`src/logic/pste_pkg.sv`:
```
// Package for the power state transition event arbiter.
// Assumes a single APB clock domain; no other package is used.
package pste_pkg;
  // ----------------------------------------------------------------
  // Register byte offsets
  // ----------------------------------------------------------------
  localparam logic [11:0] ADDR_CTRL = 12'h000;
  localparam logic [11:0] ADDR_CFG = 12'h004;
  localparam logic [11:0] ADDR_ON_SRC = 12'h008;
  localparam logic [11:0] ADDR_OFF_SRC = 12'h00C;
  localparam logic [11:0] ADDR_STATE = 12'h010;
  localparam logic [11:0] ADDR_UVCFG = 12'h014;

  // ----------------------------------------------------------------
  // Control register fields
  // ----------------------------------------------------------------
  localparam int CTRL_CHIP_ON = 0;
  localparam int CTRL_SLEEP = 1;
  localparam int CTRL_SW_RESET = 2;
  localparam logic [31:0] CTRL_RESET = 32'h0000_0000;

  // Configuration register fields
  localparam int CFG_BTN_LSB = 0;
  localparam int CFG_WDOG_LSB = 2;
  localparam int CFG_SUPPLY_LSB = 4;
  localparam logic [31:0] CFG_RESET = 32'h0000_0000;

  // Button action codes
  localparam logic [1:0] BTN_IGNORE = 2'b00;
  localparam logic [1:0] BTN_ON = 2'b01;
  localparam logic [1:0] BTN_OFF = 2'b10;
  localparam logic [1:0] BTN_WAKE = 2'b11;
  // Watchdog action codes
  localparam logic [1:0] WDOG_NONE = 2'b00;
  localparam logic [1:0] WDOG_WAKE = 2'b01;
  localparam logic [1:0] WDOG_RESET = 2'b10;
  // Supply monitor action codes
  localparam logic [1:0] SUP_NONE = 2'b00;
  localparam logic [1:0] SUP_WAKE = 2'b01;
  localparam logic [1:0] SUP_OFF = 2'b10;

  // GPIO function codes
  localparam logic [2:0] GPF_NONE = 3'd0;
  localparam logic [2:0] GPF_ON = 3'd1;
  localparam logic [2:0] GPF_ONOFF = 3'd2;
  localparam logic [2:0] GPF_SLEEP = 3'd3;
  localparam logic [2:0] GPF_SLEEPWAKE = 3'd4;

  // ----------------------------------------------------------------
  // ON-source record bit positions
  // ----------------------------------------------------------------
  localparam int ON_TRANSITION_FLAG_BIT = 15;
  localparam int ON_GPIO_BIT = 9;
  localparam int ON_LOWSUP_BIT = 8;
  localparam int ON_WDOG_BIT = 7;
  localparam int ON_SW_BIT = 6;
  localparam int ON_ALARM_BIT = 5;
  localparam int ON_BTN_BIT = 4;
  localparam int ON_CNVUV_BIT = 3;
  localparam int ON_SWRST_BIT = 2;
  localparam int ON_HWRST_BIT = 1;
  localparam int ON_WDRST_BIT = 0;
  // OFF-source record bit positions
  localparam int OFF_INTREG_BIT = 13;
  localparam int OFF_SEQ_BIT = 12;
  localparam int OFF_GPIO_BIT = 11;
  localparam int OFF_SUPPLY_BIT = 10;
  localparam int OFF_TEMP_BIT = 9;
  localparam int OFF_SW_BIT = 6;
  localparam int OFF_BTN_BIT = 4;
  localparam logic [15:0] SRC_RESET = 16'h0000;

  // Power states, Gray coded along OFF -> ON -> SLEEP
  typedef enum logic [1:0] {
    PST_OFF = 2'b00,
    PST_ON = 2'b01,
    PST_SLEEP = 2'b11,
    PST_RESET = 2'b10
  } pste_state_t;
endpackage

```
`src/logic/pste_top.sv`:
```
// Power state transition event arbiter with an APB register slave.
// Assumes event inputs are synchronous one-cycle-or-longer levels on pclk.
`timescale 1ns/1ps
module pste_top #(
  parameter int NGPIO = 4,
  parameter int NREG = 8
) (
  input wire logic pclk,
  input wire logic presetn,
  input wire logic psel,
  input wire logic penable,
  input wire logic pwrite,
  input wire logic [11:0] paddr,
  input wire logic [31:0] pwdata,
  input wire logic [3:0] pstrb,
  output logic [31:0] prdata,
  output logic pready,
  output logic pslverr,
  input wire logic rtc_alarm,
  input wire logic [NGPIO-1:0] gpio_req,
  input wire logic [NGPIO*3-1:0] gpio_func,
  input wire logic button_asserted,
  input wire logic watchdog_timeout,
  input wire logic hw_reset_req,
  input wire logic [NREG-1:0] reg_undervoltage,
  input wire logic low_supply_threshold,
  input wire logic shutdown_threshold,
  input wire logic supply_ok_threshold,
  input wire logic thermal_shutdown,
  input wire logic startup_timeout,
  input wire logic internal_regulator_fault,
  output logic [1:0] power_state,
  output logic on_pulse,
  output logic off_pulse,
  output logic sleep_pulse,
  output logic wake_pulse
);
  // ----------------------------------------------------------------
  // Registers
  // ----------------------------------------------------------------
  logic [2:0] ctrl_r;
  logic [5:0] cfg_r;
  logic [NREG-1:0] uvcfg_r;
  logic [15:0] on_src_r, on_src_nxt;
  logic [15:0] off_src_r, off_src_nxt;
  pste_pkg::pste_state_t st_r, st_nxt;
  logic on_r, off_r, sleep_r, wake_r;

  // ----------------------------------------------------------------
  // APB decode
  // ----------------------------------------------------------------
  wire acc = psel & penable;
  wire wr = acc & pwrite;
  wire hit_ctrl = (paddr == pste_pkg::ADDR_CTRL);
  wire hit_cfg = (paddr == pste_pkg::ADDR_CFG);
  wire hit_on = (paddr == pste_pkg::ADDR_ON_SRC);
  wire hit_off = (paddr == pste_pkg::ADDR_OFF_SRC);
  wire hit_st = (paddr == pste_pkg::ADDR_STATE);
  wire hit_uv = (paddr == pste_pkg::ADDR_UVCFG);
  wire mapped = hit_ctrl | hit_cfg | hit_on | hit_off | hit_st | hit_uv;
  wire wr_ctrl = wr & hit_ctrl & pstrb[0];
  wire wr_cfg = wr & hit_cfg & pstrb[0];
  wire wr_uv = wr & hit_uv & pstrb[0];

  // Software requests come from the written value, not the stored one
  // Stored sleep bit is stale after a hardware wake, so it is not compared
  wire sw_sleep_req = wr_ctrl & pwdata[pste_pkg::CTRL_SLEEP];
  wire sw_wake_req = wr_ctrl & ~pwdata[pste_pkg::CTRL_SLEEP];
  wire sw_off_req = wr_ctrl & ~pwdata[pste_pkg::CTRL_CHIP_ON];
  wire sw_on_req = wr_ctrl & pwdata[pste_pkg::CTRL_CHIP_ON];
  wire sw_rst_req = wr_ctrl & pwdata[pste_pkg::CTRL_SW_RESET];

  // ----------------------------------------------------------------
  // Configuration fields
  // ----------------------------------------------------------------
  wire [1:0] btn_cfg = cfg_r[pste_pkg::CFG_BTN_LSB +: 2];
  wire [1:0] wdog_cfg = cfg_r[pste_pkg::CFG_WDOG_LSB +: 2];
  wire [1:0] sup_cfg = cfg_r[pste_pkg::CFG_SUPPLY_LSB +: 2];

  // Any GPIO whose function matches and that requests
  function automatic logic gpio_any(input logic [NGPIO-1:0] req,
                                    input logic [NGPIO*3-1:0] fn,
                                    input logic [2:0] code_a,
                                    input logic [2:0] code_b);
    logic hit;
    hit = 1'b0;
    for (int i = 0; i < NGPIO; i++) begin
      if (req[i] && (fn[i*3 +: 3] == code_a || fn[i*3 +: 3] == code_b)) begin
        hit = 1'b1;
      end
    end
    return hit;
  endfunction

  // ----------------------------------------------------------------
  // Event classification
  // ----------------------------------------------------------------
  wire gp_on = gpio_any(gpio_req, gpio_func, pste_pkg::GPF_ON, pste_pkg::GPF_ONOFF);
  wire gp_sleep = gpio_any(gpio_req, gpio_func, pste_pkg::GPF_SLEEP, pste_pkg::GPF_SLEEPWAKE);
  wire gp_wake = gpio_any(gpio_req, gpio_func, pste_pkg::GPF_SLEEPWAKE, pste_pkg::GPF_SLEEPWAKE);
  wire gp_off = gpio_any(gpio_req, gpio_func, pste_pkg::GPF_ONOFF, pste_pkg::GPF_ONOFF);
  wire btn_on = button_asserted & (btn_cfg == pste_pkg::BTN_ON);
  wire btn_wake = button_asserted & (btn_cfg == pste_pkg::BTN_WAKE);
  wire btn_off = button_asserted & (btn_cfg == pste_pkg::BTN_OFF);
  wire wd_wake = watchdog_timeout & (wdog_cfg == pste_pkg::WDOG_WAKE);
  wire wd_rst = watchdog_timeout & (wdog_cfg == pste_pkg::WDOG_RESET);
  wire ls_wake = low_supply_threshold & (sup_cfg == pste_pkg::SUP_WAKE);
  wire ls_off = low_supply_threshold & (sup_cfg == pste_pkg::SUP_OFF);
  wire cnv_uv = |(reg_undervoltage & uvcfg_r);

  // OFF group while ON or SLEEP
  wire live = (st_r == pste_pkg::PST_ON) | (st_r == pste_pkg::PST_SLEEP);
  wire rst_ev = live & (wd_rst | hw_reset_req | sw_rst_req | cnv_uv);
  wire in_off_st = live & (sw_off_req | btn_off | thermal_shutdown | ls_off |
                           gp_off | startup_timeout | internal_regulator_fault);
  // Shutdown threshold acts in every live state regardless of config
  wire off_ev = in_off_st | (live & shutdown_threshold);
  // ON group only from OFF, gated by supply OK
  wire on_cause = rtc_alarm | gp_on | btn_on | sw_on_req;
  wire on_ev = (st_r == pste_pkg::PST_OFF) & on_cause & supply_ok_threshold;
  wire in_sleep = st_r == pste_pkg::PST_SLEEP;
  wire wake_ev = in_sleep & (sw_wake_req | wd_wake | rtc_alarm | gp_wake | ls_wake | btn_wake);
  wire sleep_ev = (st_r == pste_pkg::PST_ON) & (sw_sleep_req | gp_sleep);
  // A pending reset restarts once supply is OK
  wire rst_on = (st_r == pste_pkg::PST_RESET) & supply_ok_threshold;

  // ----------------------------------------------------------------
  // Next state and cause records; priority reset > off > wake > sleep
  // ----------------------------------------------------------------
  always_comb begin
    st_nxt = st_r;
    on_src_nxt = on_src_r;
    off_src_nxt = off_src_r;
    if (rst_ev) begin
      st_nxt = pste_pkg::PST_RESET;
      on_src_nxt = pste_pkg::SRC_RESET;
      on_src_nxt[pste_pkg::ON_WDRST_BIT] = wd_rst;
      on_src_nxt[pste_pkg::ON_HWRST_BIT] = hw_reset_req;
      on_src_nxt[pste_pkg::ON_SWRST_BIT] = sw_rst_req;
      on_src_nxt[pste_pkg::ON_CNVUV_BIT] = cnv_uv;
    end else if (off_ev) begin
      st_nxt = pste_pkg::PST_OFF;
      off_src_nxt = pste_pkg::SRC_RESET;
      off_src_nxt[pste_pkg::OFF_SW_BIT] = sw_off_req;
      off_src_nxt[pste_pkg::OFF_BTN_BIT] = btn_off;
      off_src_nxt[pste_pkg::OFF_TEMP_BIT] = thermal_shutdown;
      off_src_nxt[pste_pkg::OFF_SUPPLY_BIT] = ls_off | shutdown_threshold;
      off_src_nxt[pste_pkg::OFF_GPIO_BIT] = gp_off;
      off_src_nxt[pste_pkg::OFF_SEQ_BIT] = startup_timeout;
      off_src_nxt[pste_pkg::OFF_INTREG_BIT] = internal_regulator_fault;
    end else if (on_ev) begin
      st_nxt = pste_pkg::PST_ON;
      on_src_nxt = pste_pkg::SRC_RESET;
      on_src_nxt[pste_pkg::ON_TRANSITION_FLAG_BIT] = 1'b1;
      on_src_nxt[pste_pkg::ON_ALARM_BIT] = rtc_alarm;
      on_src_nxt[pste_pkg::ON_GPIO_BIT] = gp_on;
      on_src_nxt[pste_pkg::ON_BTN_BIT] = btn_on;
    end else if (rst_on) begin
      st_nxt = pste_pkg::PST_ON;
    end else if (wake_ev) begin
      st_nxt = pste_pkg::PST_ON;
      on_src_nxt = pste_pkg::SRC_RESET;
      on_src_nxt[pste_pkg::ON_SW_BIT] = sw_wake_req;
      on_src_nxt[pste_pkg::ON_WDOG_BIT] = wd_wake;
      on_src_nxt[pste_pkg::ON_ALARM_BIT] = rtc_alarm;
      on_src_nxt[pste_pkg::ON_GPIO_BIT] = gp_wake;
      on_src_nxt[pste_pkg::ON_LOWSUP_BIT] = ls_wake;
      on_src_nxt[pste_pkg::ON_BTN_BIT] = btn_wake;
    end else if (sleep_ev) begin
      st_nxt = pste_pkg::PST_SLEEP;  // records untouched
    end
  end

  // ----------------------------------------------------------------
  // Read mux
  // ----------------------------------------------------------------
  wire [31:0] rd_mux =
    hit_ctrl ? {29'h0, ctrl_r} :
    hit_cfg ? {26'h0, cfg_r} :
    hit_on ? {16'h0, on_src_r} :
    hit_off ? {16'h0, off_src_r} :
    hit_st ? {30'h0, st_r} :
    hit_uv ? 32'(uvcfg_r) : 32'h0000_0000;

  // Software-writable registers; reset bit self-clears
  always_ff @(posedge pclk or negedge presetn) begin
    if (!presetn) begin
      ctrl_r <= pste_pkg::CTRL_RESET[2:0];
      cfg_r <= pste_pkg::CFG_RESET[5:0];
      uvcfg_r <= '0;
    end else begin
      if (wr_ctrl) begin
        ctrl_r <= {1'b0, pwdata[1:0]};
      end
      if (wr_cfg) begin
        cfg_r <= pwdata[5:0];
      end
      if (wr_uv) begin
        uvcfg_r <= pwdata[NREG-1:0];
      end
    end
  end

  // State, records and transition pulses
  always_ff @(posedge pclk or negedge presetn) begin
    if (!presetn) begin
      st_r <= pste_pkg::PST_OFF;
      on_src_r <= pste_pkg::SRC_RESET;
      off_src_r <= pste_pkg::SRC_RESET;
      on_r <= 1'b0;
      off_r <= 1'b0;
      sleep_r <= 1'b0;
      wake_r <= 1'b0;
    end else begin
      st_r <= st_nxt;
      on_src_r <= on_src_nxt;
      off_src_r <= off_src_nxt;
      on_r <= on_ev | (~rst_ev & ~off_ev & rst_on);
      off_r <= rst_ev | off_ev;
      sleep_r <= ~rst_ev & ~off_ev & ~on_ev & ~rst_on & ~wake_ev & sleep_ev;
      wake_r <= ~rst_ev & ~off_ev & ~on_ev & ~rst_on & wake_ev;
    end
  end

  // APB answer: zero wait states, error on unmapped address
  always_ff @(posedge pclk or negedge presetn) begin
    if (!presetn) begin
      prdata <= 32'h0000_0000;
      pslverr <= 1'b0;
    end else begin
      prdata <= (psel & ~penable & ~pwrite) ? rd_mux : prdata;
      pslverr <= psel & ~penable & ~mapped;
    end
  end

  assign pready = 1'b1;
  assign power_state = st_r;
  assign on_pulse = on_r;
  assign off_pulse = off_r;
  assign sleep_pulse = sleep_r;
  assign wake_pulse = wake_r;
endmodule

```
`config.mk`:
```
export PLATFORM = sky130hd
export DESIGN_NAME = pste_top
export DESIGN_NICKNAME = d
export VERILOG_FILES = /design/src/logic/pste_pkg.sv /design/src/logic/pste_top.sv
export SDC_FILE = /design/constraint.sdc
export NUM_CORES = 1
export LEC_CHECK = 0
export BUFFER_PORTS_ARGS = -buffer_cell sky130_fd_sc_hd__buf_2
export CORE_ASPECT_RATIO = 0.7
export CORE_MARGIN = 8
export CORE_UTILIZATION = 30
export CTS_BUF_LIST = sky130_fd_sc_hd__clkbuf_16
export DETAILED_ROUTE_END_ITERATION = 7
export PLACE_DENSITY = 0.62
export SKIP_CTS_REPAIR_TIMING = 1
export SLEW_MARGIN = 30
export SYNTH_ARGS = -nofsm -noshare
export SYNTH_HDL_FRONTEND = slang
export SYNTH_SLANG_ARGS = --single-unit
export TNS_END_PERCENT = 30
```
`constraint.sdc`:
```
create_clock -name pclk -period 2.5 [get_ports pclk]
set_clock_uncertainty 0.2 [all_clocks]
set_input_delay 0.375 -clock pclk [delete_from_list [all_inputs] [get_ports pclk]]
set_output_delay 0.375 -clock pclk [all_outputs]
set_load 0.02 [all_outputs]
```
==> results of run 1 <==
-- synth_stat cells, types with 3 or more instances --
library cell / n / area share (%)
sky130_fd_sc_hd__a21oi_1: 16 / 2.6
sky130_fd_sc_hd__a22o_1: 7 / 2.0
sky130_fd_sc_hd__a22oi_1: 7 / 1.7
sky130_fd_sc_hd__a31oi_1: 3 / 0.61
sky130_fd_sc_hd__buf_4: 19 / 4.6
sky130_fd_sc_hd__clkbuf_1: 6 / 0.73
sky130_fd_sc_hd__dfrtp_1: 56 / 45
sky130_fd_sc_hd__inv_1: 10 / 1.2
sky130_fd_sc_hd__mux2_2: 18 / 6.6
sky130_fd_sc_hd__mux2i_1: 6 / 1.9
sky130_fd_sc_hd__nand2_1: 40 / 4.9
sky130_fd_sc_hd__nand2b_1: 4 / 0.81
sky130_fd_sc_hd__nand3_1: 10 / 1.6
sky130_fd_sc_hd__nand3b_1: 5 / 1.2
sky130_fd_sc_hd__nor2_1: 18 / 2.2
sky130_fd_sc_hd__nor2b_1: 6 / 1.2
sky130_fd_sc_hd__nor4_1: 5 / 1.0
sky130_fd_sc_hd__nor4bb_1: 4 / 1.3
sky130_fd_sc_hd__o21ai_0: 13 / 2.1
sky130_fd_sc_hd__o21ai_1: 3 / 0.49
sky130_fd_sc_hd__o22ai_1: 4 / 0.81
sky130_fd_sc_hd__or4_1: 6 / 1.5
sky130_fd_sc_hd__xor2_1: 4 / 1.1
-- layout by cell type, fill, tap and decap left out, types with 10 or more instances in the layout --
master and n:
sky130_fd_sc_hd__inv_1 10, sky130_fd_sc_hd__nand3_1 10, sky130_fd_sc_hd__nor2_1 18, sky130_fd_sc_hd__dfrtp_1 56
sky130_fd_sc_hd__buf_2 79, sky130_fd_sc_hd__mux2_2 13, sky130_fd_sc_hd__conb_1 18, sky130_fd_sc_hd__buf_4 52
sky130_fd_sc_hd__nand2_1 40, sky130_fd_sc_hd__a21oi_1 15, sky130_fd_sc_hd__o21ai_0 13
-- layer usage --
layer | GRT usage [%] | vias to the layer above | part of all wire, %
li1 | - | 1348 | -
met1 | 18.8 | 1331 | 47
met2 | 19.1 | 88 | 43
met3 | 4.38 | 10 | 8.5
met4 | 3.24 | 0 | 1.0
met5 | 0 | - | 0
-- sequential cells by signal, indices dropped and copies added, names as in the netlist --
signal	count
cfg_r	6
off_src_r	7
uvcfg_r	8
off_pulse	1
prdata	15
power_state	2
on_pulse	1
on_src_r	11
sleep_pulse	1
pslverr	1
ctrl_r	2
wake_pulse	1
-- kinds of logic (layout without fill, tap and decap cells) --
| kind of cell | after synthesis | after routing |
|---|---|---|
| xor+xnor | 4 | 4 |
| other cells | 2 | 18 |
| mux | 24 | 24 |
| simple gates | 118 | 118 |
| buf+inv | 37 | 155 |
| compound gates | 69 | 69 |
| flops | 56 | 56 |
-- stage by stage --
step	instances	hold slack (ns)	total power [W]
after floorplan	326	-0.121	0.00160
after global placement	563	0.201	0.00187
after detailed placement	563	0.200	0.00189
after CTS	571	-0.129	0.00263
after global routing	576	0.106	0.00284
final	576	0.0930	0.00270
-- report_power, final --
part	switching, W	internal, W	leakage [nW]
Combinational	0.000438	0.000400	1.33
Clock	0.000357	0.000380	0.0708
Sequential	0.0000934	0.00103	0.749
-- final timing paths --
kind | start | cells past startpoint | to | slack (ns)
setup / recovery | uvcfg_r[0] | 7 | off_src_r[4] | 0.04
hold reg to reg | prdata[8] | 2 | prdata[8] | 0.28
max in group asynchronous | presetn | 3 | ctrl_r[1] | 1.45
setup reg to reg | uvcfg_r[0] | 7 | off_src_r[4] | 0.04
hold / removal | pwdata[6] | 2 | uvcfg_r[6] | 0.09
min in group asynchronous | presetn | 3 | cfg_r[1] | 0.39
-- layout make-up --
class / instances / area share, %
Sequential cell: 56 / 33.1
Clock inverter: 3 / 0.591
Inverter: 10 / 0.887
Timing Repair Buffer: 137 / 20.3
Multi-Input combinational cell: 233 / 38.2
Tap cell: 132 / 3.90
Clock buffer: 5 / 2.96
-- worst register-to-register path: cells and delay by family (launching register included) --
| kind | cells | cell delay, ns |
|---|---|---|
| buffers and inverters | 1 | 0.16 |
| multiplexers | 1 | 0.33 |
| AO/OA/AOI/OAI | 2 | 0.40 |
| flip-flops | 1 | 0.38 |
| AND/OR/NAND/NOR | 3 | 0.90 |
==> reports/metrics.sh, run 1 <==
GRT_START_MAX_NET_PINS=57
CRIT_PATH_CELL_TRACE='a22o_1, a221oi_2, nand3_1, or4_4, buf_6, nor2_4, mux2_4'
GRT_UTIL_ALL_LAYERS_PCT=13.3
SYNTHESIS_TO_FINISH_AREA_GROWTH_PCT=37.4
MAPPEDNETLISTAREA_UM2=3080
DRIVE_GT1_SHARE_PCT=41.9
DIEWIDTH_UM=137
POST-ROUTE-DRC-COUNT=0
ROUTE.VIAS.TOTAL=2777
CLKSLEWWORSTSETUPHOLDPATHS_NS=0.08
MAXCAPVIOLATIONS=0
CTS_MADE_BUFFERS=5
WORST_SKEW_PAIR.LATE_LATENCY_NS=0.30
SYNTH_ENABLE_FLOP_CELLS=0
DIEHEIGHT_UM=101
END_KIND='flop'
VIAS_PER_CELL=4.82
PATH_MAX_FANOUT=7
SYNTH_TOP_FAMILY_BY_AREA='simple AND/OR/NAND/NOR gates'
FP-ROW-COUNT=31
FIN_NETS=530
FINAL-SETUP-VIOL-COUNT=0
DRT-WIRELENGTH-PER-CELL_UM=16.1
SYNTH_SIMPLE_GATE_AREA_SHARE_PCT=22.3
TIMING_HOLD_VIOLATIONS_FINAL=0
DETAIL_ROUTE.ITER0.VIOLATIONS=181
WORST_PATH_DOMINANT_CELL_FAMILY='simple AND/OR/NAND/NOR gates'
WORST_SETUP_PATH_START_KIND='flop'
LAYOUT.CORE_UTILIZATION_PCT=41.6
POSTPLACECELLAREA_UM2=3940
MAXIMUM_CLOCK_FREQUENCY_GHz=0.406
YOSYS_MOST_USED_DFF='sky130_fd_sc_hd__dfrtp_1'
YOSYSWARNINGCOUNT=0
FOOTPRINT_OF_THE_MULTI_INPUT_GATES_UM2=1620
CELLPOWERDENSITY_nW_PER_UM2=638
CRITICAL_PATH_REQUIRED_NS=2.50
CRITICAL_PATH.SLOWEST_CELL='sky130_fd_sc_hd__or4_4'
FRACTION_OF_THE_MAPPED_NETLIST_AREA_IN_COMPOUND_GATES_PCT=15.4
GP_ROUTABILITY_CONGESTION=0.841
TIMING.FINAL.CRIT_SHARE_PCT=98.5
DR.PASS1.ITERS=4
SYNTHCELLS=310
PROPORTION_OF_SYNTHESIZED_CHIP_AREA_IN_SEQUENTIAL_CELLS_PCT=45.5
GRT_PASS1_VIAS=2816
CTS_TREE='built'
SUM_OF_NET_HALF_PERIMETERS_AFTER_DETAILED_PLACEMENT_UM=7420
REGAREA_UM2=1400
SYNTHESIZED_AREA_FRACTION_OCCUPIED_BY_XOR_AND_XNOR_CELLS_PCT=1.14
CTSLONGESTPATHBUFFERS=2
OUTCOME='finished, final reports clean'
RSZ0062_AT_GRT='yes'
CLOCK_SINK_COUNT=56
SYNTH.FF_LATCH_COUNT=56
DESIGN.DIE.AREA_UM2=13800
PLACE_WORST_SETUP_SLACK_NS=-0.342
PIN_COUNT=127
H-TREE-DEPTH=2
DESIGN_AREA_UM2=4230
GLOBAL_ROUTE_WIRE_LENGTH_BEFORE_REPAIR_UM=14400
PORT_BUFFERS=81
GRT_ANTENNA_BEFORE_REPAIR=0
PLACEABLECOREAREA_UM2=10200
SYN-MEAN-INSTANCE-AREA_UM2=9.94
SLEW_VIOLATIONS=0
INITIAL_UTILIZATION_PCT=30.3
CLOCK_ROOT_BUFFER_MASTER='sky130_fd_sc_hd__clkbuf_16'
CRITPATHARRIVALTIME_NS=2.46
DRT_WL_TOTAL_UM=9300
NUMBER_OF_FILLER_CELLS_PLACED_IN_THE_LAYOUT=1011
WORST_PATH_LARGEST_CELL_DELAY_NS=0.50
SYNTHMUXAREASHARE_PCT=8.53
HOLD_PATH.CLASS='input pin to flop'
FIN_TNS_SETUP_NS=0
LEAKAGEPOWER_nW=2.15
POSTROUTEANTENNANETS=0
SYNTH-ADDER-AREA-SHARE_PCT=0
VDD.IR_DROP.WORST_uV=381
WORSTPATHBUFFERINVERTERCOUNT=1
GRT.OVERFLOW.TOTAL=0
PERIOD_NEEDED_NS=2.46
SYNTH.LIB_CELLS_USED.DISTINCT=53
CRITICALPATHCATEGORY='flop to flop'
ANTENNADIODECOUNT=0
ASYNC_FLOP_SHARE_PCT=100
FINAL.SETUP.WORST_SLACK_NS=0.0383
Note: power is estimated with default switching activity, not from simulation.
==> run 2: changes to the inputs <==
--- a/config.mk
+++ b/config.mk
@@ -5,13 +5,14 @@
 export SDC_FILE = /design/constraint.sdc
 export NUM_CORES = 1
 export LEC_CHECK = 0
+export ABC_AREA = 1
 export BUFFER_PORTS_ARGS = -buffer_cell sky130_fd_sc_hd__buf_2
-export CORE_ASPECT_RATIO = 0.7
+export CORE_ASPECT_RATIO = 0.9
 export CORE_MARGIN = 8
 export CORE_UTILIZATION = 30
 export CTS_BUF_LIST = sky130_fd_sc_hd__clkbuf_16
 export DETAILED_ROUTE_END_ITERATION = 7
-export PLACE_DENSITY = 0.62
+export PLACE_DENSITY = 0.61
 export SKIP_CTS_REPAIR_TIMING = 1
 export SLEW_MARGIN = 30
 export SYNTH_ARGS = -nofsm -noshare
==> run 2 against run 1 <==
Effect of this change: area after synthesis rose by 7.7%; routed wire length rose by 0.41%; global-route usage fell by 0.70 points; critical path depth rose by 4; fmax rose by 30%; register-to-register slack improved by 0.57 ns; power fell by 8.2%; non-clock buffer count fell by 52; die area rose by 6.2%; setup slack improved by 0.57 ns; largest cell class unchanged; largest power group unchanged.
==> reports/metrics.sh, run 2 <==
MAXCAPVIOLATIONS=0
POST-ROUTE-DRC-COUNT=0
SYNTHESIS_TO_FINISH_AREA_GROWTH_PCT=19.8
WORST_SETUP_PATH_STARTPOINT='uvcfg_r[1]'
DETAIL_ROUTE.ITER0.VIOLATIONS=198
CTS_TREE='built'
LARGEST_REGISTER_FF_COUNT=15
SYNTH_SIMPLE_GATE_AREA_SHARE_PCT=37.1
DESIGN.DIE.AREA_UM2=14700
VIAS_PER_CELL=4.57
FINAL-SETUP-VIOL-COUNT=0
OUTCOME='finished, final reports clean'
TIMING_WORST_SLEW_PIN_VALUE_NS=0.717
YS_TOP_CELLS_BY_AREA='sky130_fd_sc_hd__dfrtp_1 (42%), sky130_fd_sc_hd__nand2_1 (18%), sky130_fd_sc_hd__inv_1 (7.2%)'
CRITICAL_PATH_REQUIRED_NS=2.53
FINAL_COMMON_CELL='sky130_fd_sc_hd__nand2_1'
GRT_START_MAX_NET_PINS=57
END_KIND='flop'
GLOBAL_ROUTE_WIRE_LENGTH_BEFORE_REPAIR_UM=15000
HOLD_PATH.CLASS='input pin to asynchronous set/reset pin'
DIEWIDTH_UM=127
CRITPATHCAPTURE='on_src_r[4]'
GRT_UTIL_ALL_LAYERS_PCT=12.6
YOSYSWARNINGCOUNT=0
GRT.OVERFLOW.TOTAL=0
PIN_COUNT=127
BIGGESTREGSBYFLOPS='prdata (15), on_src_r (11), uvcfg_r (8)'
SLEW_VIOLATIONS=0
CELLPOWERDENSITY_nW_PER_UM2=624
YOSYS_MOST_USED_DFF='sky130_fd_sc_hd__dfrtp_1'
SUM_OF_NET_HALF_PERIMETERS_AFTER_DETAILED_PLACEMENT_UM=7580
PERIOD_NEEDED_NS=1.89
H-TREE-DEPTH=2
DIEHEIGHT_UM=116
VDD.IR_DROP.WORST_uV=276
PATH_MAX_FANOUT=11
WORSTREG2REGEND='on_src_r[4]'
MINIMUM_SETUP_SLACK_AMONG_REG_TO_REG_PATHS_NS=0.61
DRIVE_GT1_SHARE_PCT=21.8
SYN-MEAN-INSTANCE-AREA_UM2=7.20
SYNTHDOMINANTCELLAREASHARE_PCT=42.2
SYNTH_ENABLE_FLOP_CELLS=0
PORT_BUFFERS=81
TIMING.FINAL.CRIT_SHARE_PCT=75.6
FINALNONFILLERCELLS=679
CLKSLEWWORSTSETUPHOLDPATHS_NS=0.07
SYNTH.LIB_CELLS_USED.DISTINCT=33
SYNTHCELLS=461
CRITPATHARRIVALTIME_NS=1.92
NETLIST.TOP_CELL.BY_AREA='sky130_fd_sc_hd__dfrtp_1'
SYNTH_TOP_FAMILY_BY_AREA='simple AND/OR/NAND/NOR gates'
MAPPEDNETLISTAREA_UM2=3320
CTSLONGESTPATHBUFFERS=2
SYNTHESIZED_AREA_FRACTION_OCCUPIED_BY_XOR_AND_XNOR_CELLS_PCT=0
WORST_SETUP_PATH_START_KIND='flop'
GP_ROUTABILITY_CONGESTION=0.863
PLACEABLECOREAREA_UM2=10800
SYNTH.FF_LATCH_COUNT=56
MOST_NUMEROUS_CELL_TYPES_IN_THE_SYNTHESIZED_NETLIST='sky130_fd_sc_hd__nand2_1 (158), sky130_fd_sc_hd__inv_1 (64), sky130_fd_sc_hd__dfrtp_1 (56)'
SYNTH-ADDER-AREA-SHARE_PCT=0
CRITICALPATHCATEGORY='flop to flop'
RR_WORST_DEPTH=11
POSTROUTEANTENNANETS=0
GRT_PASS1_VIAS=3138
CLOCK_ROOT_BUFFER_MASTER='sky130_fd_sc_hd__clkbuf_16'
DR.PASS1.ITERS=4
CLOCK_SINK_COUNT=56
POST-SYNTH-TOP-COUNT-CELL='sky130_fd_sc_hd__nand2_1'
DRT_WL_TOTAL_UM=9340
CTS_MADE_BUFFERS=5
INITIAL_UTILIZATION_PCT=30.7
RSZ0062_AT_GRT='no'
SLEW_HEADROOM_PCT=52.2
FRACTION_OF_THE_MAPPED_NETLIST_AREA_IN_COMPOUND_GATES_PCT=7.43
FIN_TNS_SETUP_NS=0
LEAKAGEPOWER_nW=2.25
ANTENNADIODECOUNT=0
ROUTE.VIAS.TOTAL=3100
PROPORTION_OF_SYNTHESIZED_CHIP_AREA_IN_SEQUENTIAL_CELLS_PCT=42.2
DRT-WIRELENGTH-PER-CELL_UM=13.8
TIMING_HOLD_VIOLATIONS_FINAL=0
SYNTHMUXAREASHARE_PCT=0.339
WORST_SKEW_PAIR.LATE_LATENCY_NS=0.29
POWER.TOTAL_W=0.00248
REGMOSTFLOPS='prdata'
ASYNC_FLOP_SHARE_PCT=100
GRT_ANTENNA_BEFORE_REPAIR=0
LAYOUT.CORE_UTILIZATION_PCT=36.8
MOSTFREQUENTLAYOUTCELLS='sky130_fd_sc_hd__nand2_1 (158), sky130_fd_sc_hd__buf_2 (81), sky130_fd_sc_hd__inv_1 (64)'
FP-ROW-COUNT=36
RR_STARTPOINT='uvcfg_r[1]'
MAXIMUM_CLOCK_FREQUENCY_GHz=0.529
HOLDWS_NS=0.00837
POST-PLACE-CELLS=671
FIN_NETS=632
run 2: cell count changes in the layout (fill, tap and decap cells not counted), moves of 10 or more:
cell | previous run | this run
sky130_fd_sc_hd__o21ai_0 | 13 | 25
sky130_fd_sc_hd__nand4_1 | 2 | 14
sky130_fd_sc_hd__nand3_1 | 10 | 27
sky130_fd_sc_hd__nand2_1 | 40 | 158
sky130_fd_sc_hd__mux2_2 | 13 | 1
sky130_fd_sc_hd__nor2_1 | 18 | 34
sky130_fd_sc_hd__inv_1 | 10 | 64
sky130_fd_sc_hd__nand2_2 | 0 | 10
sky130_fd_sc_hd__a21oi_1 | 15 | 2
sky130_fd_sc_hd__buf_4 | 52 | 4
run 2: how the worst min path moves through the flow:
stage          cells past startpoint       endpoint          from  slack (ns)
5_1_grt                            2  off_src_r[13]       presetn        0.08
6_report                           2     prdata[13]       presetn       0.008
2_1_floorplan                      0       cfg_r[0]       presetn       -0.12
4_1_cts                            2  off_src_r[13]       presetn        0.05
3_5_place_dp                       2    on_src_r[5]   on_src_r[5]        0.26
3_3_place_gp                       2   on_src_r[15]  on_src_r[15]        0.26
run 2: worst max-delay path: stages, from the launching register on:
cell and delay [ns]:
sky130_fd_sc_hd__dfrtp_1 0.41, sky130_fd_sc_hd__nand2_1 0.08, sky130_fd_sc_hd__nand2_1 0.05, sky130_fd_sc_hd__nor2_1 0.11, sky130_fd_sc_hd__nand2_1 0.10, sky130_fd_sc_hd__nor2_1 0.14, sky130_fd_sc_hd__nand2_2 0.09, sky130_fd_sc_hd__inv_1 0.10
sky130_fd_sc_hd__nand3_4 0.12, sky130_fd_sc_hd__nand2_2 0.25, sky130_fd_sc_hd__nand2_1 0.10, sky130_fd_sc_hd__nand2_1 0.07
run 2: where the power goes:
part           internal, W  switching [W]  total, W
registers          0.00101      0.0000467   0.00106
logic             0.000188       0.000436  0.000624
clock network     0.000472       0.000322  0.000794
run 2: kinds of logic (layout without fill, tap and decap cells):
logic type             count (synthesis)  count (layout)
multiplexers                           1               1
buffers and inverters                 90             159
AND/OR/NAND/NOR                      269             269
other                                  2              18
AO/OA/AOI/OAI                         43              43
flip-flops                            56              56
run 2: cell type report:
type	instances	area, um^2
Clock buffer	5	125
Clock inverter	3	42.5
Fill cell	1146	6840
Inverter	66	248
Multi-Input combinational cell	331	1560
Sequential cell	56	1400
Tap cell	133	166
Timing Repair Buffer	85	435
run 2: layer usage:
metal | track usage [%] | up-vias | part of all wire, %
met1 | 16.0 | 1419 | 45
li1 | - | 1585 | -
met4 | 4.20 | 0 | 2.2
met2 | 20.3 | 81 | 46
met3 | 3.63 | 15 | 6.3
met5 | 0 | - | 0
run 2: stage by stage:
step	setup WS [ns]	cell area, um^2
after global routing	0.442	3980
after floorplan	0.692	3380
after CTS	0.601	3980
after detailed placement	0.366	3810
after global placement	0.388	3810
final	0.610	3980
==> run 3: changes to the inputs <==
==> constraint.sdc (replaced) <==
create_clock -name pclk -period 1.7 [get_ports pclk]
set_clock_uncertainty 0.2 [all_clocks]
set_input_delay 0.255 -clock pclk [delete_from_list [all_inputs] [get_ports pclk]]
set_output_delay 0.255 -clock pclk [all_outputs]
set_load 0.02 [all_outputs]
==> run 3 against run 2 <==
Effect of this change: clock power increased by 50%; count of clock-buffer cells in the layout unchanged; sequential share of layout area decreased by 4.7 points; sequential power increased by 48%; worst hold slack got worse by 0.020 ns; die area unchanged; utilization increased by 5.7 points; final area increased by 16%; combinational power increased by 94%; first-iteration DRC count increased by 4.5%; routed wire length increased by 5.9%; largest cell class unchanged; power increased by 60%; the flow now finishes with violations (hold timing, setup timing).
==> reports/metrics.sh, run 3 (same netlist as run 2, synthesis figures left out) <==
HOLD_PATH.CLASS='input pin to flop'
DESIGN_AREA_UM2=4590
PERIOD_NEEDED_NS=1.76
MAXCAPVIOLATIONS=0
ANTENNADIODECOUNT=0
DESIGN.DIE.AREA_UM2=14700
CTS_MADE_BUFFERS=5
CLKSLEWWORSTSETUPHOLDPATHS_NS=0.07
CTSLONGESTPATHBUFFERS=2
PATH_MAX_FANOUT=6
DIEHEIGHT_UM=116
NUMBER_OF_FILLER_CELLS_PLACED_IN_THE_LAYOUT=1107
MIN_PATH_CELLS=3
OUTCOME='finished, violations left'
PIN_COUNT=127
FIN_NETS=698
LEAKAGEPOWER_nW=2.61
CTS_TREE='built'
RSZ0062_AT_GRT='yes'
SYNTHESIS_TO_FINISH_AREA_GROWTH_PCT=38.4
WORST_SKEW_PAIR.LATE_LATENCY_NS=0.30
H-TREE-DEPTH=2
POSTROUTEANTENNANETS=0
GRT_UTIL_ALL_LAYERS_PCT=13.1
LAYOUT.CORE_UTILIZATION_PCT=42.5
GLOBAL_ROUTE_WIRE_LENGTH_BEFORE_REPAIR_UM=15400
FAILED_CHECKS='hold timing, setup timing'
END_KIND='flop'
FINAL.SETUP.WORST_SLACK_NS=-0.0601
TIMING.FINAL.CRIT_SHARE_PCT=104
SUM_OF_NET_HALF_PERIMETERS_AFTER_DETAILED_PLACEMENT_UM=7960
ROUTE.VIAS.TOTAL=3319
CRITICALPATHCATEGORY='flop to flop'
CLOCK_ROOT_BUFFER_MASTER='sky130_fd_sc_hd__clkbuf_16'
VDD.IR_DROP.WORST_uV=455
WORST_PATH_DOMINANT_CELL_FAMILY='simple AND/OR/NAND/NOR gates'
MAXIMUM_CLOCK_FREQUENCY_GHz=0.568
DRT-WIRELENGTH-PER-CELL_UM=13.3
DR.PASS1.ITERS=4
POWER.TOTAL_W=0.00397
POSTPLACECELLAREA_UM2=4280
FP-ROW-COUNT=36
GRT_PASS1_VIAS=3284
CLOCK_SINK_COUNT=56
HOLDWS_NS=-0.0119
HOLD_PATH_STARTPOINT='startup_timeout'
CRIT_PATH_CELL_TRACE='nand3_2, inv_1, or2_0, nor2_2, nand2_2, inv_2, nand3_4, nand2_4, nand2_4, nand2_1, nand2_1'
TIMING_HOLD_VIOLATIONS_FINAL=3
CRITICAL_PATH.SLOWEST_CELL='sky130_fd_sc_hd__dfrtp_1'
CRITICAL_PATH_REQUIRED_NS=1.70
MOSTFREQUENTLAYOUTCELLS='sky130_fd_sc_hd__nand2_1 (148), sky130_fd_sc_hd__buf_2 (81), sky130_fd_sc_hd__buf_4 (64)'
GRT_START_MAX_NET_PINS=43
RR_STARTPOINT='cfg_r[3]'
SLEW_VIOLATIONS=0
LARGEST_REGISTER_FF_COUNT=15
WORSTPATHBUFFERINVERTERCOUNT=2
WORST_PATH_LARGEST_CELL_DELAY_NS=0.41
RR_WORST_DEPTH=11
WORSTREG2REGEND='on_src_r[9]'
CELLPOWERDENSITY_nW_PER_UM2=864
DRT_WL_TOTAL_UM=9890
PLACEABLECOREAREA_UM2=10800
WORST_SETUP_PATH_START_KIND='flop'
GRT.OVERFLOW.TOTAL=0
CRITPATHARRIVALTIME_NS=1.76
PORT_BUFFERS=81
DIEWIDTH_UM=127
GRT_ANTENNA_BEFORE_REPAIR=0
MIN_TO='off_src_r[12]'
REGMOSTFLOPS='prdata'
CP_NUM_CELLS=11
FINAL-SETUP-VIOL-COUNT=12
INITIAL_UTILIZATION_PCT=30.7
FINAL_COMMON_CELL='sky130_fd_sc_hd__nand2_1'
DRIVE_GT1_SHARE_PCT=33.2
GP_ROUTABILITY_CONGESTION=0.865
VIAS_PER_CELL=4.46
DETAIL_ROUTE.ITER0.VIOLATIONS=207
POST-ROUTE-DRC-COUNT=0
MINIMUM_SETUP_SLACK_AMONG_REG_TO_REG_PATHS_NS=-0.06
BIGGESTREGSBYFLOPS='prdata (15), on_src_r (11), uvcfg_r (8)'
[run 3: stage by stage]
stage | setup TNS, ns | setup slack, ns | instances
2_1_floorplan | 0 | 0.0103 | 477
3_3_place_gp | -4.39 | -0.169 | 730
3_5_place_dp | -4.90 | -0.188 | 730
4_1_cts | -1.62 | -0.125 | 738
5_1_grt | -2.37 | -0.140 | 745
6_report | -0.384 | -0.0601 | 745
[run 3: layout make-up]
cell class	instances	area, um^2	share of cell area [%]
multi-input combinational	332	1650	35.9
clock buffer	5	125	2.72
clock inverter	3	42.5	0.926
inverter	66	250	5.45
sequential	56	1400	30.5
timing repair buffer	150	957	20.8
tap	133	166	3.62
[run 3: worst min-delay path, delay by kind of cell]
family                 cells  cell delay (ns)
and+or+nand+nor            1             0.04
AOI/OAI and AO/OA          1             0.06
buffers and inverters      1             0.09
[run 3: layer usage]
layer / wire (um) / track usage [%]
met1: 4450 / 16.1
met2: 4720 / 22.6
met3: 607 / 3.31
met4: 110 / 3.25
met5: 0 / 0
[run 3: how the worst max path moves through the flow]
stage / to / from / slack, ns
finish: on_src_r[9] / cfg_r[3] / -0.06
global route: on_src_r[9] / cfg_r[2] / -0.14
CTS: on_src_r[3] / uvcfg_r[1] / -0.12
detailed placement: on_src_r[3] / paddr[6] / -0.19
global placement: on_src_r[3] / paddr[9] / -0.17
floorplan: on_src_r[15] / power_state[0] / 0.01
[run 3: report_power, final]
part / leakage (nW) / internal [W] / switching, W
clock: 0.0798 / 0.000694 / 0.000496
combinational: 1.77 / 0.000467 / 0.000742
sequential: 0.755 / 0.00149 / 0.0000792
total: 2.61 / 0.00265 / 0.00132
